`src/rtl/uhp_pkg.sv`:
```
// Package of constants for the host pipe interrupt enable block
package uhp_pkg;
    // ****************************************
    // Bus widths
    // ****************************************
    localparam int UHP_AW = 12;
    localparam int UHP_DW = 32;
    // ****************************************
    // Register indices, byte address is four times the index
    // ****************************************
    localparam logic [9:0] UHP_IDX_EN_CLR = 10'h108;
    localparam logic [9:0] UHP_IDX_EN_SET = 10'h109;
    localparam logic [9:0] UHP_IDX_BASE = 10'h120;
    localparam logic [9:0] UHP_IDX_FETCH = 10'h121;
    localparam logic [9:0] UHP_IDX_PTR = 10'h122;
    localparam logic [9:0] UHP_IDX_PCK = 10'h123;
    localparam logic [9:0] UHP_IDX_SIZE = 10'h124;
    localparam logic [9:0] UHP_IDX_EVT = 10'h125;
    localparam logic [9:0] UHP_IDX_MASK = 10'h126;
    localparam logic [11:0] UHP_ADR_EN_CLR = {UHP_IDX_EN_CLR, 2'h0};
    localparam logic [11:0] UHP_ADR_EN_SET = {UHP_IDX_EN_SET, 2'h0};
    localparam logic [11:0] UHP_ADR_BASE = {UHP_IDX_BASE, 2'h0};
    localparam logic [11:0] UHP_ADR_FETCH = {UHP_IDX_FETCH, 2'h0};
    localparam logic [11:0] UHP_ADR_PTR = {UHP_IDX_PTR, 2'h0};
    localparam logic [11:0] UHP_ADR_PCK = {UHP_IDX_PCK, 2'h0};
    localparam logic [11:0] UHP_ADR_SIZE = {UHP_IDX_SIZE, 2'h0};
    localparam logic [11:0] UHP_ADR_EVT = {UHP_IDX_EVT, 2'h0};
    localparam logic [11:0] UHP_ADR_MASK = {UHP_IDX_MASK, 2'h0};
    // ****************************************
    // Enable bit positions and layout
    // ****************************************
    localparam int UHP_B_STALL = 5;
    localparam int UHP_B_SETUP = 4;
    localparam int UHP_B_PIPE_ERROR = 3;
    localparam int UHP_B_TRANSFER_FAIL = 2;
    localparam int UHP_B_TRANSFER_COMPLETE = 0;
    localparam logic [7:0] UHP_EN_MASK = 8'h3d;
    localparam logic [7:0] UHP_EN_RST = 8'h00;
    // ****************************************
    // Descriptor offsets in system RAM, bytes
    // ****************************************
    localparam logic [31:0] UHP_DOFS_PTR0 = 32'h00000000;
    localparam logic [31:0] UHP_DOFS_PCK0 = 32'h00000004;
    localparam logic [31:0] UHP_DOFS_PTR1 = 32'h00000010;
    localparam logic [31:0] UHP_DOFS_PCK1 = 32'h00000014;
    localparam logic [31:0] UHP_ALIGN_MASK = 32'h00000003;
    // ****************************************
    // Packet size word fields
    // ****************************************
    localparam int UHP_F_AZLP = 31;
    localparam int UHP_F_SIZE_HI = 30;
    localparam int UHP_F_SIZE_LO = 28;
    localparam logic [2:0] UHP_SZ_CODE_MAX = 3'h7;
    localparam logic [10:0] UHP_SZ_BASE = 11'h008;
    localparam logic [10:0] UHP_SZ_FS_MAX = 11'h3ff;
    // ****************************************
    // Event status bits
    // ****************************************
    localparam int UHP_EV_DONE = 0;
    localparam int UHP_EV_ALIGN = 1;
    localparam int UHP_EV_W = 2;
endpackage

```
`src/rtl/uhp_desc_fetch.sv`:
```
// Descriptor word fetcher for one pipe bank
`timescale 1ns/1ps
`default_nettype none
module uhp_desc_fetch
    import uhp_pkg::*;
(
    input wire logic clk,
    input wire logic nrst,
    input wire logic go,
    input wire logic bank,
    input wire logic [31:0] base,
    output logic [31:0] ram_addr,
    output logic ram_rd,
    input wire logic [31:0] ram_rdata,
    output logic [31:0] buf_ptr,
    output logic [31:0] pck_word,
    output logic [10:0] size_bytes,
    output logic done,
    output logic misaligned
);
    // ****************************************
    // State
    // ****************************************
    typedef enum logic [1:0] {FS_IDLE, FS_PTR, FS_PCK, FS_FIN} uhp_fst_t;
    typedef struct packed {
        uhp_fst_t st;      // Sequencer state
        logic bank;        // Latched bank
        logic [31:0] base; // Latched descriptor base
        logic [31:0] addr; // RAM address
        logic rd;          // RAM read strobe
        logic [31:0] ptr;  // Buffer pointer word
        logic [31:0] pck;  // Packet size word
        logic [10:0] sz;   // Decoded pipe size
        logic done;        // Fetch done pulse
        logic mis;         // Misaligned pointer pulse
    } uhp_fetch_t;
    uhp_fetch_t q, d;
    // Code 7 is the full-speed ceiling, the rest are powers of two
    function automatic logic [10:0] sz_dec(input logic [2:0] c);
        sz_dec = (c == UHP_SZ_CODE_MAX) ? UHP_SZ_FS_MAX : (UHP_SZ_BASE << c);
    endfunction
    // Pipelined reads: the second address goes out while the first word returns
    always_comb begin
        d = q;
        d.done = 1'b0;
        d.mis = 1'b0;
        d.rd = 1'b0;
        case (q.st)
            FS_IDLE: begin
                // A go while busy is ignored
                if (go) begin
                    d.bank = bank;
                    d.base = base;
                    d.addr = base + (bank ? UHP_DOFS_PTR1 : UHP_DOFS_PTR0);
                    d.rd = 1'b1;
                    d.st = FS_PTR;
                end
            end
            FS_PTR: begin
                d.addr = q.base + (q.bank ? UHP_DOFS_PCK1 : UHP_DOFS_PCK0);
                d.rd = 1'b1;
                d.st = FS_PCK;
            end
            FS_PCK: begin
                d.ptr = ram_rdata;
                d.st = FS_FIN;
            end
            FS_FIN: begin
                d.pck = ram_rdata;
                d.sz = sz_dec(ram_rdata[UHP_F_SIZE_HI:UHP_F_SIZE_LO]);
                d.done = 1'b1;
                d.mis = |(q.ptr & UHP_ALIGN_MASK);
                d.st = FS_IDLE;
            end
            default: begin
                d.st = FS_IDLE;
            end
        endcase
    end
    // State register
    always_ff @(posedge clk or negedge nrst) begin
        if (!nrst) begin
            q <= '0;
        end else begin
            q <= d;
        end
    end
    assign ram_addr = q.addr;
    assign ram_rd = q.rd;
    assign buf_ptr = q.ptr;
    assign pck_word = q.pck;
    assign size_bytes = q.sz;
    assign done = q.done;
    assign misaligned = q.mis;
endmodule // uhp_desc_fetch
`default_nettype wire

```
`src/rtl/uhp_top.sv`:
```
// Host pipe interrupt enable and descriptor fetch, top level
`timescale 1ns/1ps
`default_nettype none
module uhp_top
    import uhp_pkg::*;
(
    input wire logic clk,
    input wire logic nrst,
    input wire logic [11:0] reg_addr,
    input wire logic [31:0] reg_wdata,
    input wire logic reg_wr,
    input wire logic reg_rd,
    output logic [31:0] reg_rdata,
    input wire logic usb_reset,
    input wire logic pipe_enable_bit,
    input wire logic [7:0] pipe_flag,
    input wire logic pipe_is_out,
    output logic [31:0] ram_addr,
    output logic ram_rd,
    input wire logic [31:0] ram_rdata,
    output logic pipe_irq,
    output logic irq,
    output logic zlp_hw_handshake
);
    // ****************************************
    // State of the block
    // ****************************************
    typedef struct packed {
        logic [7:0] en;           // Shared enable state
        logic [UHP_EV_W-1:0] evt; // Sticky event status
        logic [UHP_EV_W-1:0] msk; // Event mask
        logic [31:0] base;        // Descriptor base address
        logic bank;               // Bank to fetch
        logic go;                 // Fetch start pulse
        logic [31:0] rdata;       // Read data, one cycle
        logic pirq;               // Pipe request
        logic irq;                // Event interrupt
        logic zlp;                // Hardware ZLP handshake
    } uhp_state_t;
    uhp_state_t q, d;
    // ****************************************
    // Fetcher connection
    // ****************************************
    logic [31:0] f_ptr;  // Fetched buffer pointer
    logic [31:0] f_pck;  // Fetched packet size word
    logic [10:0] f_size; // Decoded pipe size
    logic f_done;        // Fetch finished
    logic f_mis;         // Pointer not word aligned
    // ****************************************
    // Decoded strobes
    // ****************************************
    logic wr_clr; // Write to enable clear view
    logic wr_set; // Write to enable set view
    logic wr_evt; // Write to event status
    logic wr_msk; // Write to event mask
    logic wr_base; // Write to descriptor base
    logic wr_fetch; // Write to fetch control
    logic en_hold; // Pipe up and no USB reset
    logic [7:0] wbits; // Enable bits of write data
    logic [UHP_EV_W-1:0] ev_in; // Events this cycle
    logic [UHP_EV_W-1:0] ev_clr; // Write one to clear
    // Address decode for writes
    always_comb begin
        wr_clr = reg_wr && (reg_addr == UHP_ADR_EN_CLR);
        wr_set = reg_wr && (reg_addr == UHP_ADR_EN_SET);
        wr_evt = reg_wr && (reg_addr == UHP_ADR_EVT);
        wr_msk = reg_wr && (reg_addr == UHP_ADR_MASK);
        wr_base = reg_wr && (reg_addr == UHP_ADR_BASE);
        wr_fetch = reg_wr && (reg_addr == UHP_ADR_FETCH);
        en_hold = pipe_enable_bit && !usb_reset;
        // Unused positions are masked so they always read zero
        wbits = reg_wdata[7:0] & UHP_EN_MASK;
        ev_in = '0;
        ev_in[UHP_EV_DONE] = f_done;
        ev_in[UHP_EV_ALIGN] = f_mis;
        ev_clr = wr_evt ? reg_wdata[UHP_EV_W-1:0] : '0;
    end
    // ****************************************
    // Next state
    // ****************************************
    always_comb begin
        d = q;
        d.go = 1'b0;
        // Read data stand for one cycle only
        d.rdata = '0;
        // One state behind both views, so each sees the other's writes
        if (wr_clr) begin
            d.en = q.en & ~wbits;
        end
        if (wr_set) begin
            d.en = q.en | wbits;
        end
        // Disable wins over any write in the same cycle
        if (!en_hold) begin
            d.en = UHP_EN_RST;
        end
        // Set wins over clear, so no event is lost
        d.evt = (q.evt & ~ev_clr) | ev_in;
        if (wr_msk) begin
            d.msk = reg_wdata[UHP_EV_W-1:0];
        end
        if (wr_base) begin
            d.base = reg_wdata;
        end
        if (wr_fetch) begin
            d.bank = reg_wdata[0];
            d.go = 1'b1;
        end
        // Register read mux
        if (reg_rd) begin
            case (reg_addr)
                UHP_ADR_EN_CLR: begin
                    d.rdata = {24'h000000, q.en};
                end
                UHP_ADR_EN_SET: begin
                    d.rdata = {24'h000000, q.en};
                end
                UHP_ADR_BASE: begin
                    d.rdata = q.base;
                end
                UHP_ADR_FETCH: begin
                    d.rdata = {31'h00000000, q.bank};
                end
                UHP_ADR_PTR: begin
                    d.rdata = f_ptr;
                end
                UHP_ADR_PCK: begin
                    d.rdata = f_pck;
                end
                UHP_ADR_SIZE: begin
                    d.rdata = {21'h000000, f_size};
                end
                UHP_ADR_EVT: begin
                    d.rdata = {30'h00000000, q.evt};
                end
                UHP_ADR_MASK: begin
                    d.rdata = {30'h00000000, q.msk};
                end
                default: begin
                    // Unmapped addresses read zero
                    d.rdata = '0;
                end
            endcase
        end
        // Pipe request from current flags and enables
        d.pirq = |(pipe_flag & q.en & UHP_EN_MASK);
        // Level interrupt follows the new status and mask
        d.irq = |(d.evt & d.msk);
        // Only OUT pipes let hardware answer the zero length packet
        d.zlp = f_pck[UHP_F_AZLP] && pipe_is_out;
    end
    // ****************************************
    // State register
    // ****************************************
    always_ff @(posedge clk or negedge nrst) begin
        if (!nrst) begin
            q <= '0;
        end else begin
            q <= d;
        end
    end
    // ****************************************
    // Descriptor fetcher
    // ****************************************
    // Alignment is the software's duty; a bad pointer only raises an event
    uhp_desc_fetch u_fetch (
        .clk(clk),
        .nrst(nrst),
        .go(q.go),
        .bank(q.bank),
        .base(q.base),
        .ram_addr(ram_addr),
        .ram_rd(ram_rd),
        .ram_rdata(ram_rdata),
        .buf_ptr(f_ptr),
        .pck_word(f_pck),
        .size_bytes(f_size),
        .done(f_done),
        .misaligned(f_mis)
    );
    // ****************************************
    // Outputs
    // ****************************************
    assign reg_rdata = q.rdata;
    assign pipe_irq = q.pirq;
    assign irq = q.irq;
    assign zlp_hw_handshake = q.zlp;
endmodule // uhp_top
`default_nettype wire

```
`config.mk`:
```
export PLATFORM = sky130hd
export DESIGN_NAME = uhp_top
export DESIGN_NICKNAME = d
export VERILOG_FILES = /design/src/rtl/uhp_pkg.sv /design/src/rtl/uhp_desc_fetch.sv /design/src/rtl/uhp_top.sv
export SDC_FILE = /design/constraint.sdc
export NUM_CORES = 1
export LEC_CHECK = 0
export BUFFER_PORTS_ARGS = -buffer_cell sky130_fd_sc_hd__buf_2
export CORE_MARGIN = 3
export CORE_UTILIZATION = 52
export DETAILED_ROUTE_END_ITERATION = 8
export PLACE_DENSITY = 0.77
export SYNTH_ARGS = -nofsm -noshare
export SYNTH_HDL_FRONTEND = slang
export SYNTH_SLANG_ARGS = --single-unit
```
`constraint.sdc`:
```
create_clock -name clk -period 2.32 [get_ports clk]
set_input_delay 0.696 -clock clk [delete_from_list [all_inputs] [get_ports clk]]
set_output_delay 0.696 -clock clk [all_outputs]
set_load 0.02 [all_outputs]
```
==> impl_metrics.csv <==
group,metric,value,unit
outcome,status,"finished clean",
clock_network,cts_buffer_depth,3,
sta,worst_pin_slew,669,ps
route,drcViolationCount,0,
sta,fin_crit,2210,ps
worst_setup_path,path_cells,"ha_2, ha_2, nand3_1, or4_1, buf_6, or3_1, a21oi_1, a221o_1",
yosys,ys_top_cells_by_area,"dfrtp_1 (52%), mux2_2 (9.6%), buf_4 (4.6%), nand2_1 (4.6%), a222oi_1 (2.6%)",
floorplanning,io-pin-count,159,
sta,fin_crit_sh,0.955,
yosys,yosysWarnings,0,
sta,holdWs,111,ps
worst_setup_path,required,2770,ps
yosys,synth_edf_count,0,
global_routing,grt_max_degree,58,
worst_setup_path,slowest_delay,440,ps
clock_network,insertion_delay,510,ps
placed_design,gp_congestion,0.847,
yosys,synthCells,974,
global_routing,grt_pass1_wl,41.7,mm
placed_design,dp.final_hpwl,18.6,mm
clock_network,clk_pin_slew_worst_paths,60,ps
route,drt-pass1-iter-count,8,
sta,final_max_slew_viol_count,0,
floorplanning,dieArea,0.0220,mm2
route,dr.first_iter.drc_count,801,
yosys,synth_nets,1073,
global_routing,gr-total-overflow,0,
floorplanning,rows,51,
cells_and_area,instances_no_fill,1378,
yosys,synth_most_common_cell,"dfrtp_1",
yosys,synthDistinctLibCells,60,
floorplanning,die_height,148,um
worst_setup_path,crit_slowest_cell,"or4_1",
worst_setup_path,crit_type,"reg2reg",
worst_setup_path,ff2ff_path_depth,8,
worst_setup_path,cpMostUsedCell,"ha_2",
cells_and_area,drive_above_1_share,0.325,
power,power_density,906,mW/mm2
clock_network,clock-root-buffer,"clkbuf_16",
yosys,synth_top_flop_cell,"dfrtp_1",
route,post_drt_via_cell_ratio,5.72,
yosys,synth_area_leader_cell,"dfrtp_1",
yosys,avgSynthCellArea,10.8,um2
worst_setup_path,startpoint_type,"register",
hold_path,hp-class,"in2async",
worst_setup_path,critPathMaxFanout,13,
clock_network,holdBufCountCts,0,
worst_setup_path,critical_path_depth,8,
sta,fmax,451,MHz
yosys,synth_seq_area_share,0.523,
placed_design,dpl_cell_area,0.0116,mm2
sta,finalWorstSetupSlack,105,ps
cells_and_area,layout.nets,1196,
route,vias,7877,
cells_and_area,stdcell_area,0.0124,mm2
worst_setup_path,end_kind,"register",
worst_setup_path,critPathArrivalTime,2660,ps
route,finalWirelength,26.4,mm
sta,hold_viol_final,0,
placed_design,numPortBuffers,155,
placed_design,dpl.cell_count,1335,
clock_network,cts_buffers,24,
floorplanning,fp.coreArea,0.0197,mm2
floorplanning,die_x,148,um
sta,timing.slew.headroom,0.554,
power,ir_worst_vdd,0.764,mV
route,wire_per_inst,19.2,um
worst_setup_path,crit_buf_inv,1,
power,p_leak,5.78,nW
cells_and_area,fill_cells,1611,
sta,setup_violations,0,
yosys,synth_top_area_share,0.523,
cells_and_area,synthToLayoutAreaGrowth,17.6,%
global_routing,antenna_found_initial,3,
yosys,synth-async-reset-ratio,1.00,
worst_setup_path,cp_top_family,"simple AND/OR/NAND/NOR gates",
placed_design,dp_slack,-68.7,ps
global_routing,grt_pass1_vias,7803,
global_routing,track_usage,0.236,
yosys,ys_ff_latch,220,
yosys,syn_area,0.0105,mm2
clock_network,cts.sinks,220,
flow_run,maxCapViolations,0,
yosys,yosys-top-cells-count,"dfrtp_1 (220), nand2_1 (130), mux2_2 (90), nor2_1 (70), buf_4 (65)",
route,ant_nets,0,
clock_network,cts_max_level,1,
floorplanning,start_util,0.536,
sta,finClkSkew,23.1,ps
sta,rsz0062_at_grt,"false",
clock_network,cts_tree,"done",
## worst paths after layout
check / from / to / slack [ps]
setup / recovery: q[41]$_DFFE_PN0P_ / u_fetch.ram_addr[24]$_DFFE_PN0P_ / 110
hold / removal: nrst / u_fetch.q[127]$_DFFE_PN0P_ / 110
setup reg to reg: q[41]$_DFFE_PN0P_ / u_fetch.ram_addr[24]$_DFFE_PN0P_ / 110
hold reg to reg: u_fetch.q[110]$_DFFE_PN0P_ / u_fetch.q[110]$_DFFE_PN0P_ / 480
max in group asynchronous: nrst / q[69]$_DFF_PN0_ / 1560
min in group clk: pipe_is_out / zlp_hw_handshake$_DFF_PN0_ / 390
## cells by family after synthesis
logic type                 share of synthesized area
muxes                                          0.116
AOI/OAI and AO/OA                              0.104
buffers and inverters                         0.0760
xor gates and xnor gates                      0.0374
and+or+nand+nor                                0.134
adders and majority gates                    0.00950
DFF                                            0.523
## per-stage QoR
stage | power [mW] | utilization | setup TNS (ps)
6_report | 11.2 | 0.630 | 0
5_1_grt | 11.7 | 0.630 | 0
4_1_cts | 11.3 | 0.629 | 0
3_5_place_dp | 7.47 | 0.588 | -182
3_3_place_gp | 7.33 | 0.588 | -48.3
2_1_floorplan | 6.63 | - | 0
## repair_timing
item	CTS	global route
endpoints found under the setup margin	0	6
resized for setup	0	4
setup buffers	0	1
## cells in the final DEF, fill, tap and decap left out, types with 4 or more instances in the layout
cell,instances
dfrtp_1,220
buf_2,154
nand2_1,130
mux2_2,90
nor2_1,70
buf_4,51
o21ai_0,29
nand3_1,28
a222oi_1,27
xnor2_1,25
clkbuf_16,25
inv_1,22
xor2_1,20
a21oi_1,16
a31oi_1,14
mux2i_1,14
a221o_1,13
a22oi_1,12
nor3_1,12
nand4_1,11
buf_12,11
o221ai_1,7
a221oi_1,6
and3_1,6
or3_1,6
mux2_1,6
and4_1,5
clkbuf_8,5
clkbuf_1,5
nor4b_1,4
nor3_2,4
nor4_1,4
ha_1,4
ha_2,4
## state kept, by name, indices dropped and copies added (netlist names)
| name | count |
|---|---|
| u_fetch.pck_word | 32 |
| reg_rdata | 32 |
| u_fetch.misaligned | 1 |
| u_fetch.done | 1 |
| u_fetch.ram_rd | 1 |
| q | 43 |
| irq | 1 |
| u_fetch.q | 35 |
| zlp_hw_handshake | 1 |
| u_fetch.buf_ptr | 32 |
| pipe_irq | 1 |
| u_fetch.ram_addr | 32 |
| u_fetch.size_bytes | 8 |
## power breakdown
| group | total (mW) | leakage (nW) | switching (mW) | internal, mW |
|---|---|---|---|---|
| Sequential | 5.00 | 2.89 | 0.401 | 4.60 |
| Combinational | 2.38 | 2.50 | 1.26 | 1.13 |
| Clock | 3.82 | 0.392 | 1.48 | 2.35 |
| Total | 11.2 | 5.78 | 3.13 | 8.08 |
## per-layer routing
metal,wire (um),share of wire,global-route usage,vias up
met5,32,0.0012,0,-
met4,681,0.026,0.0614,4
met3,1940,0.074,0.0497,50
met2,12600,0.48,0.380,267
met1,11200,0.42,0.331,3894
li1,-,-,-,3662
## layout make-up
type | instances | area [um2] | area share
repair buffers | 218 | 1400 | 0.113
clock buffers | 35 | 713 | 0.0576
well taps | 265 | 332 | 0.0268
flip-flops and latches | 220 | 5510 | 0.445
multi-input cells | 610 | 4250 | 0.344
clock inverters | 6 | 88.8 | 0.00718
diodes | 1 | 2.50 | 0.000202
inverters | 23 | 86.3 | 0.00697
(Power assumes the default switching activity.)
